--- config.mk ---
export PLATFORM = sky130hd
export DESIGN_NAME = chip_select_trailing_extension
export DESIGN_NICKNAME = d
export VERILOG_FILES = /design/src/trail_ext_pkg.sv /design/src/trail_ext_regs.sv /design/src/trail_ext_seq.sv /design/src/chip_select_trailing_extension.sv
export VERILOG_INCLUDE_DIRS = /design/src
export SDC_FILE = /design/constraint.sdc
export NUM_CORES = 1
export LEC_CHECK = 0
export BUFFER_PORTS_ARGS = -buffer_cell sky130_fd_sc_hd__buf_2
export CORE_MARGIN = 3
export CORE_UTILIZATION = 47
export DETAILED_ROUTE_END_ITERATION = 8
export HOLD_SLACK_MARGIN = 0.03
export PLACE_DENSITY_LB_ADDON = 0.08
export SYNTH_ARGS = -nofsm -noshare
export SYNTH_HDL_FRONTEND = slang
export SYNTH_SLANG_ARGS = --single-unit
--- constraint.sdc ---
create_clock -name clk_in -period 2.71 [get_ports clk_in]
set_clock_uncertainty 0.15 [all_clocks]
set_input_delay 0.542 -clock clk_in [delete_from_list [all_inputs] [get_ports clk_in]]
set_output_delay 0.542 -clock clk_in [all_outputs]
set_load 0.005 [all_outputs]
--- src/trail_ext_consts.svh ---
// Constants for the chip select trailing extension block.
`ifndef TRAIL_EXT_CONSTS_SVH
`define TRAIL_EXT_CONSTS_SVH
`define TE_AREAS        8
`define TE_AREA_W       3
`define TE_ADDR_W       24
`define TE_OFS_CTRL     8'h00
`define TE_OFS_STATUS   8'h04
`define TE_CTRL_RST     8'h00
`define TE_RESP_OKAY    2'b00
`define TE_RESP_SLVERR  2'b10
`define TE_ACC_STATES   2'h2
`define TE_CNT_ZERO     2'h0
`define TE_ADDR_ZERO    24'h00_0000
`endif

--- src/trail_ext_pkg.sv ---
// Types shared by the chip select trailing extension block.
package trail_ext_pkg;
   typedef enum logic [3:0] {
      ST_IDLE  = 4'b0001,
      ST_ACC   = 4'b0010,
      ST_TRAIL = 4'b0100,
      ST_DONE  = 4'b1000
   } bus_state_e;
endpackage

--- src/trail_ext_regs.sv ---
// AXI4-Lite slave holding the trailing extension enable register.
//
// The implementer's own choices: the address map and register access over AXI4-Lite.
`timescale 1ns/1ps
`include "trail_ext_consts.svh"
module trail_ext_regs (
   input  wire logic        clk_in,
   input  wire logic        sys_rst_in,
   input  wire logic [7:0]  awaddr_in,
   input  wire logic        awvalid_in,
   output logic             awready_out,
   input  wire logic [31:0] wdata_in,
   input  wire logic [3:0]  wstrb_in,
   input  wire logic        wvalid_in,
   output logic             wready_out,
   output logic [1:0]       bresp_out,
   output logic             bvalid_out,
   input  wire logic        bready_in,
   input  wire logic [7:0]  araddr_in,
   input  wire logic        arvalid_in,
   output logic             arready_out,
   output logic [31:0]      rdata_out,
   output logic [1:0]       rresp_out,
   output logic             rvalid_out,
   input  wire logic        rready_in,
   input  wire logic [7:0]  status_in,
   output logic [7:0]       ctrl_out
);
   typedef struct packed {
      logic        aw_got;
      logic [7:0]  aw;
      logic        w_got;
      logic [31:0] w;
      logic [3:0]  strb;
      logic        bv;
      logic [1:0]  br;
      logic        rv;
      logic [1:0]  rr;
      logic [31:0] rd;
      logic [7:0]  ctrl;
   } regs_s;
   regs_s q, d;

   // Word decode shared by the write and read paths.
   function automatic logic ofs_hit(input logic [7:0] a,
                                    input logic [7:0] ofs);
      ofs_hit = (a[7:2] == ofs[7:2]);
   endfunction

   assign awready_out = !q.aw_got && !q.bv;
   assign wready_out  = !q.w_got && !q.bv;
   assign arready_out = !q.rv;
   assign bvalid_out  = q.bv;
   assign bresp_out   = q.br;
   assign rvalid_out  = q.rv;
   assign rresp_out   = q.rr;
   assign rdata_out   = q.rd;
   assign ctrl_out    = q.ctrl;

   always_comb begin
      d = q;
      if (awvalid_in && awready_out) begin
         d.aw_got = 1'b1;
         d.aw     = awaddr_in;
      end
      if (wvalid_in && wready_out) begin
         d.w_got = 1'b1;
         d.w     = wdata_in;
         d.strb  = wstrb_in;
      end
      if (q.aw_got && q.w_got) begin
         d.aw_got = 1'b0;
         d.w_got  = 1'b0;
         d.bv     = 1'b1;
         d.br     = `TE_RESP_OKAY;
         // RQ5 enables writable
         if (ofs_hit(q.aw, `TE_OFS_CTRL)) begin
            if (q.strb[0]) begin
               d.ctrl = q.w[7:0];
            end
         end else if (!ofs_hit(q.aw, `TE_OFS_STATUS)) begin
            d.br = `TE_RESP_SLVERR;
         end
      end
      if (q.bv && bready_in) begin
         d.bv = 1'b0;
      end
      if (q.rv && rready_in) begin
         d.rv = 1'b0;
      end
      if (arvalid_in && arready_out) begin
         d.rv = 1'b1;
         d.rr = `TE_RESP_OKAY;
         d.rd = 32'h0000_0000;
         // RQ5 enables readable
         if (ofs_hit(araddr_in, `TE_OFS_CTRL)) begin
            d.rd[7:0] = q.ctrl;
         end else if (ofs_hit(araddr_in, `TE_OFS_STATUS)) begin
            d.rd[7:0] = status_in;
         end else begin
            d.rr = `TE_RESP_SLVERR;
         end
      end
   end

   always_ff @(posedge clk_in or posedge sys_rst_in) begin
      if (sys_rst_in) begin
         // RQ5 reset zero
         q <= '{default: '0};
      end else begin
         q <= d;
      end
   end
endmodule

--- src/trail_ext_seq.sv ---
// Bus cycle sequencer with an optional trailing hold state.
`timescale 1ns/1ps
`include "trail_ext_consts.svh"
module trail_ext_seq #(
   parameter int ADDR_W = `TE_ADDR_W
) (
   input  wire logic                  clk_in,
   input  wire logic                  sys_rst_in,
   input  wire logic [7:0]            trail_ext_enable_area_in,
   input  wire logic                  req_valid_in,
   output logic                       req_ready_out,
   input  wire logic [`TE_AREA_W-1:0] req_area_in,
   input  wire logic [ADDR_W-1:0]     req_addr_in,
   input  wire logic                  req_write_in,
   output logic [7:0]                 area_chip_select_n_out,
   output logic [ADDR_W-1:0]          addr_out,
   output logic                       rd_n_out,
   output logic                       wr_n_out,
   output logic                       trailing_hold_state_out,
   output logic                       done_out,
   output logic [7:0]                 status_out
);
   typedef struct packed {
      trail_ext_pkg::bus_state_e st;
      logic [1:0]                cnt;
      logic [`TE_AREA_W-1:0]     area;
      logic [ADDR_W-1:0]         addr;
      logic                      wr;
      logic                      ext;
   } seq_s;
   seq_s q, d;

   function automatic logic [7:0] area_onehot(input logic [2:0] a);
      area_onehot = 8'h01 << a;
   endfunction

   // RQ6 no overlap
   assign req_ready_out = (q.st == trail_ext_pkg::ST_IDLE);
   assign done_out      = (q.st == trail_ext_pkg::ST_DONE);
   assign trailing_hold_state_out = (q.st == trail_ext_pkg::ST_TRAIL);
   assign addr_out      = q.addr;
   assign status_out    = {4'h0, q.st};

   always_comb begin
      area_chip_select_n_out = 8'hFF;
      rd_n_out = 1'b1;
      wr_n_out = 1'b1;
      if (q.st == trail_ext_pkg::ST_ACC) begin
         area_chip_select_n_out = ~area_onehot(q.area);
         rd_n_out = q.wr;
         wr_n_out = !q.wr;
      end
      // RQ3 only select held
      if (q.st == trail_ext_pkg::ST_TRAIL) begin
         area_chip_select_n_out = ~area_onehot(q.area);
      end
   end

   always_comb begin
      d = q;
      case (q.st)
         trail_ext_pkg::ST_IDLE: begin
            if (req_valid_in) begin
               d.st   = trail_ext_pkg::ST_ACC;
               d.cnt  = `TE_CNT_ZERO;
               d.area = req_area_in;
               d.addr = req_addr_in;
               d.wr   = req_write_in;
               // RQ1 per area bit
               d.ext  = trail_ext_enable_area_in[req_area_in];
            end
         end
         trail_ext_pkg::ST_ACC: begin
            d.cnt = q.cnt + 2'h1;
            if (q.cnt == `TE_ACC_STATES - 2'h1) begin
               // RQ2 append one state
               // RQ4 no extension
               d.st = q.ext ? trail_ext_pkg::ST_TRAIL
                            : trail_ext_pkg::ST_DONE;
            end
         end
         trail_ext_pkg::ST_TRAIL: begin
            d.st = trail_ext_pkg::ST_DONE;
         end
         trail_ext_pkg::ST_DONE: begin
            d.st = trail_ext_pkg::ST_IDLE;
         end
         default: begin
            d.st = trail_ext_pkg::ST_IDLE;
         end
      endcase
   end

   always_ff @(posedge clk_in or posedge sys_rst_in) begin
      if (sys_rst_in) begin
         q <= '{st: trail_ext_pkg::ST_IDLE, cnt: `TE_CNT_ZERO,
                area: '0, addr: '0, wr: 1'b0, ext: 1'b0};
      end else begin
         q <= d;
      end
   end
endmodule

--- src/chip_select_trailing_extension.sv ---
// Top of the chip select trailing extension block.
`timescale 1ns/1ps
`include "trail_ext_consts.svh"
// Function
// RQ1 - Eight enable bits, one per area 7 to 0, each governs only its area.
// RQ2 - With an area bit set, one extra state follows the normal access.
// RQ3 - In that extra state only chip select and address stay asserted.
// RQ4 - With an area bit clear, the access ends with the normal cycle.
// RQ5 - All enable bits are software read/write and reset to zero.
// RQ6 - The extra state adds one clock and the next cycle waits for it.
module chip_select_trailing_extension #(
   parameter int ADDR_W = `TE_ADDR_W
) (
   input  wire logic                  clk_in,
   input  wire logic                  sys_rst_in,
   input  wire logic [7:0]            s_axi_awaddr_in,
   input  wire logic                  s_axi_awvalid_in,
   output logic                       s_axi_awready_out,
   input  wire logic [31:0]           s_axi_wdata_in,
   input  wire logic [3:0]            s_axi_wstrb_in,
   input  wire logic                  s_axi_wvalid_in,
   output logic                       s_axi_wready_out,
   output logic [1:0]                 s_axi_bresp_out,
   output logic                       s_axi_bvalid_out,
   input  wire logic                  s_axi_bready_in,
   input  wire logic [7:0]            s_axi_araddr_in,
   input  wire logic                  s_axi_arvalid_in,
   output logic                       s_axi_arready_out,
   output logic [31:0]                s_axi_rdata_out,
   output logic [1:0]                 s_axi_rresp_out,
   output logic                       s_axi_rvalid_out,
   input  wire logic                  s_axi_rready_in,
   input  wire logic                  req_valid_in,
   output logic                       req_ready_out,
   input  wire logic [`TE_AREA_W-1:0] req_area_in,
   input  wire logic [ADDR_W-1:0]     req_addr_in,
   input  wire logic                  req_write_in,
   output logic [7:0]                 area_chip_select_n_out,
   output logic [ADDR_W-1:0]          addr_out,
   output logic                       rd_n_out,
   output logic                       wr_n_out,
   output logic                       trailing_hold_state_out,
   output logic                       done_out
);
   logic [7:0] cs_addr_trailing_ext_ctrl;
   logic [7:0] status;

   trail_ext_regs u_regs (
      .clk_in      (clk_in),
      .sys_rst_in  (sys_rst_in),
      .awaddr_in   (s_axi_awaddr_in),
      .awvalid_in  (s_axi_awvalid_in),
      .awready_out (s_axi_awready_out),
      .wdata_in    (s_axi_wdata_in),
      .wstrb_in    (s_axi_wstrb_in),
      .wvalid_in   (s_axi_wvalid_in),
      .wready_out  (s_axi_wready_out),
      .bresp_out   (s_axi_bresp_out),
      .bvalid_out  (s_axi_bvalid_out),
      .bready_in   (s_axi_bready_in),
      .araddr_in   (s_axi_araddr_in),
      .arvalid_in  (s_axi_arvalid_in),
      .arready_out (s_axi_arready_out),
      .rdata_out   (s_axi_rdata_out),
      .rresp_out   (s_axi_rresp_out),
      .rvalid_out  (s_axi_rvalid_out),
      .rready_in   (s_axi_rready_in),
      .status_in   (status),
      .ctrl_out    (cs_addr_trailing_ext_ctrl)
   );

   // Accesses latch the enable bit at start, so a write mid-access
   // only affects the following access.
   trail_ext_seq #(
      .ADDR_W (ADDR_W)
   ) u_seq (
      .clk_in                   (clk_in),
      .sys_rst_in               (sys_rst_in),
      .trail_ext_enable_area_in (cs_addr_trailing_ext_ctrl),
      .req_valid_in             (req_valid_in),
      .req_ready_out            (req_ready_out),
      .req_area_in              (req_area_in),
      .req_addr_in              (req_addr_in),
      .req_write_in             (req_write_in),
      .area_chip_select_n_out   (area_chip_select_n_out),
      .addr_out                 (addr_out),
      .rd_n_out                 (rd_n_out),
      .wr_n_out                 (wr_n_out),
      .trailing_hold_state_out  (trailing_hold_state_out),
      .done_out                 (done_out),
      .status_out               (status)
   );
endmodule

==> out/qor.yml, run 1 <==
cells_and_area:
  final_common_cell: "buf_2"
  drive_above_1_share: 0.511
  regArea_um2: 1800
  n_antenna_cell: 0
  nFillCells: 612
  finalInstanceArea_um2: 4040
  area_growth_pct: 15.0
  nNetsFinal: 454
  mostFrequentLayoutCells: "buf_2 (108), dfrtp_1 (71), mux2_2 (44), conb_1 (26), nand2_1 (22)"
  multi_input_area_um2: 1290
global_route:
  grt_pass1_vias: 2070
  antenna_found_initial: 0
  track_usage: 0.148
  grt_max_degree: 46
  grt_pass1_wl_um: 10100
  grt_overflow_total: 0
synth:
  postSynthAreaPerCell_um2: 12.1
  seq_area_frac_synth: 0.513
  netlist_instances: 290
  async_flop_share: 1.00
  syn_area_um2: 3520
  ys_warn_count: 0
  ys.flop_type: "dfrtp_1"
  synth-edff-count: 0
  ys_ff_latch: 72
  synth_cell_types: 36
clock_network:
  cts.sinks: 72
  holdBufCountCts: 0
  tritoncts: "done"
  ctsResizeCount: 0
  clock_latency_ns: 0.34
  clk_pin_slew_ns: 0.08
  htree_num_levels: 3
  numCtsBuffers: 9
  cts_setup_buffers: 0
  clk_path_buf_depth: 2
  cts_root_buf: "clkbuf_8"
critical_path:
  cp-start-kind: "flop"
  r2r_cells: 3
  critPathKind: "reg2out"
  critPathRequiredTime_ns: 2.02
  timing.rr.end: "u_regs.ctrl_out[7]"
  slowest_delay_ns: 0.49
  crit_path_end_kind: "output pin"
  cp_cell_sequence: "xnor2_1 -> nor4_1 -> nand3_1 -> buf_2"
  r2r_start: "u_regs.q[90]"
  critPathMaxFanout: 9
  r2r_setup_slack_ns: 0.59
  crit_path_start: "u_seq.status_out[1]"
  cp_slowest_cell: "dfrtp_1"
  worstPathArrival_ns: 1.74
route:
  via_per_inst: 4.73
  ant_nets: 0
  drc: 0
  vias: 2206
  wl_per_cell_um: 13.2
  firstDrtPassIters: 4
  drt_wl_total_um: 6160
  drt-initial-drc-count: 42
flow_run:
  drv_cap: 0
run_status:
  run_status: "finished, final reports clean"
floorplan:
  core_um2: 7020
  dieArea_um2: 8560
  ios: 166
  initial_core_util: 0.501
  rows: 30
  die_h_um: 92.5
  die_x_um: 92.5
sta:
  period_minus_slack_ns: 2.44
  slew_headroom: 0.627
  fmax_ghz: 0.411
  hold_violations: 0
  worst_pin_slew_ns: 0.555
  timing.setup.tns_ns: 0
  rsz0062_at_grt: "false"
  finalSetupViolations: 0
  drv_slew: 0
  fin_crit_sh: 0.899
pwr:
  powerDensity_nw_per_um2: 978
  ir_worst_vdd_mv: 0.501
  leakage_uw: 0.00199
place:
  placed_cell_area_um2: 3810
  portBuffers: 108
  hpwl_um: 4590
  gp_congestion: 0.701
worst_hold_path:
  min_path_type: "in2async"
==> final cells by class <==
| type | instances | area share |
|---|---|---|
| clock buffers | 11 | 0.0374 |
| clock inverters | 5 | 0.0195 |
| inverters | 5 | 0.00464 |
| multi-input cells | 165 | 0.319 |
| flip-flops and latches | 72 | 0.446 |
| well taps | 96 | 0.0297 |
| repair buffers | 112 | 0.144 |
==> cells by family (layout without fill, tap and decap cells) <==
kind of cell             Yosys count  in the layout  synth area share
flip-flops                        72             72             0.513
XOR/XNOR                           1              1           0.00249
multiplexers                      63             63             0.210
buffers and inverters             78            133             0.149
other                              1             26           0.00107
adder cells (fa/ha/maj)            1              1           0.00356
AO/OA/AOI/OAI                     18             18            0.0349
AND/OR/NAND/NOR                   56             56            0.0861
==> state kept, by name (all words and copies together), names as in the netlist, 4 cells and up <==
signal and cells:
u_regs.ctrl_out 8, u_seq.q 7, u_seq.addr_out 24, u_regs.rdata_out 8
u_seq.status_out 4, u_regs.q 17
==> layer usage <==
metal,vias up,track usage,routed length [um]
met2,93,0.221,2810
met1,1056,0.196,2700
li1,1052,-,-
met4,0,0.0557,70
met3,5,0.0569,576
met5,-,0,0
==> report_power, final <==
group	internal [uW]	switching, uW	leakage (uW)
logic	728	467	0.000980
clock network	567	387	0.000119
registers	1510	292	0.000886
total	2810	1150	0.00199
==> cell usage after synthesis, types with 4 or more instances <==
cell	n	area, um^2
buf_4	60	450
nor2_1	9	33.8
mux2i_1	10	100
dfrtp_1	71	1780
nor2b_1	4	25.0
nor4b_1	4	35.0
mux2_2	44	495
inv_1	5	18.8
o31ai_1	8	60.1
mux2_4	8	120
clkbuf_1	11	41.3
nand2_1	22	82.6
==> how the worst max path moves through the flow <==
stage | endpoint | slack [ns] | depth (start not counted)
global placement | area_chip_select_n_out[7] | 0.57 | 4
CTS | area_chip_select_n_out[7] | 0.16 | 4
detailed placement | area_chip_select_n_out[7] | 0.54 | 4
global route | area_chip_select_n_out[3] | 0.1 | 4
finish | area_chip_select_n_out[3] | 0.27 | 4
floorplan | u_regs.bresp_out[1] | 0.19 | 1
==> stage by stage <==
| stage | util | hold slack (ns) | power [uW] | cells | worst slack (ns) |
|---|---|---|---|---|---|
| finish | 0.576 | 0.0837 | 3950 | 466 | 0.275 |
| global route | 0.576 | 0.0967 | 4240 | 466 | 0.0952 |
| CTS | 0.575 | 0.0872 | 4010 | 466 | 0.157 |
| detailed placement | 0.542 | 0.311 | 3040 | 450 | 0.538 |
| global placement | 0.542 | 0.307 | 2990 | 450 | 0.570 |
| floorplan | - | 0.300 | 2860 | 315 | 0.195 |
==> worst max-delay path: cells and delay by family, from the launching register on <==
family	cells	cell delay, ns
and+or+nand+nor	2	0.57
DFF	1	0.49
xor gates and xnor gates	1	0.20
buffers and inverters	1	0.15
(Power assumes the default switching activity.)
==> run 2: changes to the inputs <==
--- a/config.mk
+++ b/config.mk
@@ -7,6 +7,8 @@
 export NUM_CORES = 1
 export LEC_CHECK = 0
 export BUFFER_PORTS_ARGS = -buffer_cell sky130_fd_sc_hd__buf_2
+export CAP_MARGIN = 10
+export CORE_ASPECT_RATIO = 0.75
 export CORE_MARGIN = 3
 export CORE_UTILIZATION = 47
 export DETAILED_ROUTE_END_ITERATION = 8
==> constraint.sdc (replaced) <==
create_clock -name clk_in -period 2.71 [get_ports clk_in]
set_clock_uncertainty 0.15 [all_clocks]
set_input_delay 0.542 -clock clk_in [delete_from_list [all_inputs] [get_ports clk_in]]
set_output_delay 0.542 -clock clk_in [all_outputs]
set_load 0.02 [all_outputs]
==> out/qor.yml, run 2 (same netlist as run 1, synthesis figures left out) <==
sta:
  timing.setup.tns_ns: 0  # unchanged
  rsz0062_at_grt: "false"
  worst_pin_slew_ns: 0.588  # +0.0331 ns
  drv_slew: 0  # unchanged
  hold_violations: 0  # unchanged
  slew_headroom: 0.604  # -0.0223
  fin_crit_sh: 0.923  # +0.0241
  period_minus_slack_ns: 2.50  # +0.0654 ns
  fmax_ghz: 0.400  # -2.6%
  whs_ns: 0.104  # +0.0201 ns
  finalSetupViolations: 0  # unchanged
floorplan:
  rows: 26  # -13%
  initial_core_util: 0.501  # -0.000535
  dieArea_um2: 8570  # +0.13%
  ios: 166  # unchanged
  core_um2: 7030  # +0.11%
  die_x_um: 106  # +14%
  die_h_um: 80.9  # -13%
global_route:
  grt_overflow_total: 0  # unchanged
  grt_pass1_vias: 2090  # +0.97%
  grt_pass1_wl_um: 10100  # +0.55%
  grt_max_degree: 35  # -24%
  antenna_found_initial: 0  # unchanged
  track_usage: 0.152  # +0.00415
critical_path:
  timing.rr.end: "u_regs.ctrl_out[0]"
  critPathKind: "reg2out"
  worstPathArrival_ns: 1.81  # +0.07 ns
  crit_end: "area_chip_select_n_out[3]"
  critPathRequiredTime_ns: 2.02  # about the same
  crit_path_end_kind: "output pin"
  cp_slowest_cell: "dfrtp_1"
  cp-start-kind: "flop"
  r2r_start: "u_regs.q[90]"
  cp_cell_sequence: "xnor2_1 -> nor4_1 -> nand3_1 -> buf_2"
  critPathMaxFanout: 9  # unchanged
  crit_path_start: "u_seq.status_out[1]"
  slowest_delay_ns: 0.49  # about the same
  r2r_cells: 3  # unchanged
  r2r_setup_slack_ns: 0.58  # about the same
route:
  drt-initial-drc-count: 42  # unchanged
  firstDrtPassIters: 4  # unchanged
  wl_per_cell_um: 13.6  # +2.7%
  ant_nets: 0  # unchanged
  drc: 0  # unchanged
  drt_wl_total_um: 6370  # +3.4%
  vias: 2205  # -0.045%
  via_per_inst: 4.70  # -0.68%
cells_and_area:
  largest_register_ffs: 24  # unchanged
  n_antenna_cell: 0  # unchanged
  drive_above_1_share: 0.509  # -0.00138
  mostFrequentLayoutCells: "buf_2 (108), dfrtp_1 (71), mux2_2 (44), conb_1 (26), nand2_1 (22)"
  postLayoutCoreUtil: 0.579  # +0.00295
  finalInstanceArea_um2: 4070  # +0.62%
  nNetsFinal: 455  # +0.22%
  final_common_cell: "buf_2"
  area_growth_pct: 15.7
  finalNonFillerCells: 469  # +0.64%
flow_run:
  drv_cap: 0  # unchanged
clock_network:
  holdBufCountCts: 0  # unchanged
  htree_num_levels: 3  # unchanged
  cts_setup_buffers: 0  # unchanged
  clk_path_buf_depth: 2  # unchanged
  tritoncts: "done"
  clk_pin_slew_ns: 0.07  # about the same
  ctsResizeCount: 0  # unchanged
  cts_root_buf: "clkbuf_8"
  clock_latency_ns: 0.34  # about the same
  cts.sinks: 72  # unchanged
  numCtsBuffers: 9  # unchanged
place:
  hpwl_um: 4820  # +5.1%
  gp_congestion: 0.743  # +6.0%
  portBuffers: 108  # unchanged
  placed_cell_area_um2: 3820  # +0.26%
  dp.cells: 453  # +0.67%
worst_hold_path:
  min_path_type: "in2async"
pwr:
  ir_worst_vdd_mv: 0.552  # +10%
  leakage_uw: 0.00199  # +0.44%
  powerDensity_nw_per_um2: 1070  # +9.8%
run_status:
  run_status: "finished, final reports clean"
[run 2: worst min path at each step]
stage | from | endpoint | slack (ns)
6_report | sys_rst_in | u_seq.addr_out[1] | 0.10
5_1_grt | sys_rst_in | u_regs.q[88] | 0.12
4_1_cts | sys_rst_in | u_regs.q[88] | 0.11
3_5_place_dp | u_regs.rdata_out[2] | u_regs.rdata_out[2] | 0.31
3_3_place_gp | u_regs.rdata_out[3] | u_regs.rdata_out[3] | 0.31
2_1_floorplan | u_regs.rdata_out[0] | u_regs.rdata_out[0] | 0.30
[run 2: critical path: cells and delay by family (launching register included)]
family                    cells  cell delay (ns)
xor gates and xnor gates      1             0.20
buffers and inverters         1             0.18
DFF                           1             0.49
and+or+nand+nor               2             0.61
[run 2: report_power, final]
part           total, uW  leakage (uW)  switching, uW  internal [uW]
registers           1820      0.000886            303           1510
logic               1530      0.000984            787            743
clock network       1020      0.000124            386            637
[run 2: stage by stage]
step	total power, uW	setup WS (ns)
2_1_floorplan	3190	0.195
3_3_place_gp	3330	0.502
4_1_cts	4430	0.0942
5_1_grt	4660	0.0855
6_report	4370	0.209
3_5_place_dp	3390	0.475
[run 2: area by class of cell]
class,count,area [um^2]
multi-input cells,165,1290
fillers,612,2960
well taps,98,123
clock inverters,5,104
repair buffers,113,591
inverters,5,18.8
flip-flops and latches,72,1800
clock buffers,11,141
[run 2: layer usage]
layer  track usage  wire length, um
met2         0.235             2950
met5             0                0
met1         0.198             2810
met4        0.0621               77
met3        0.0532              534
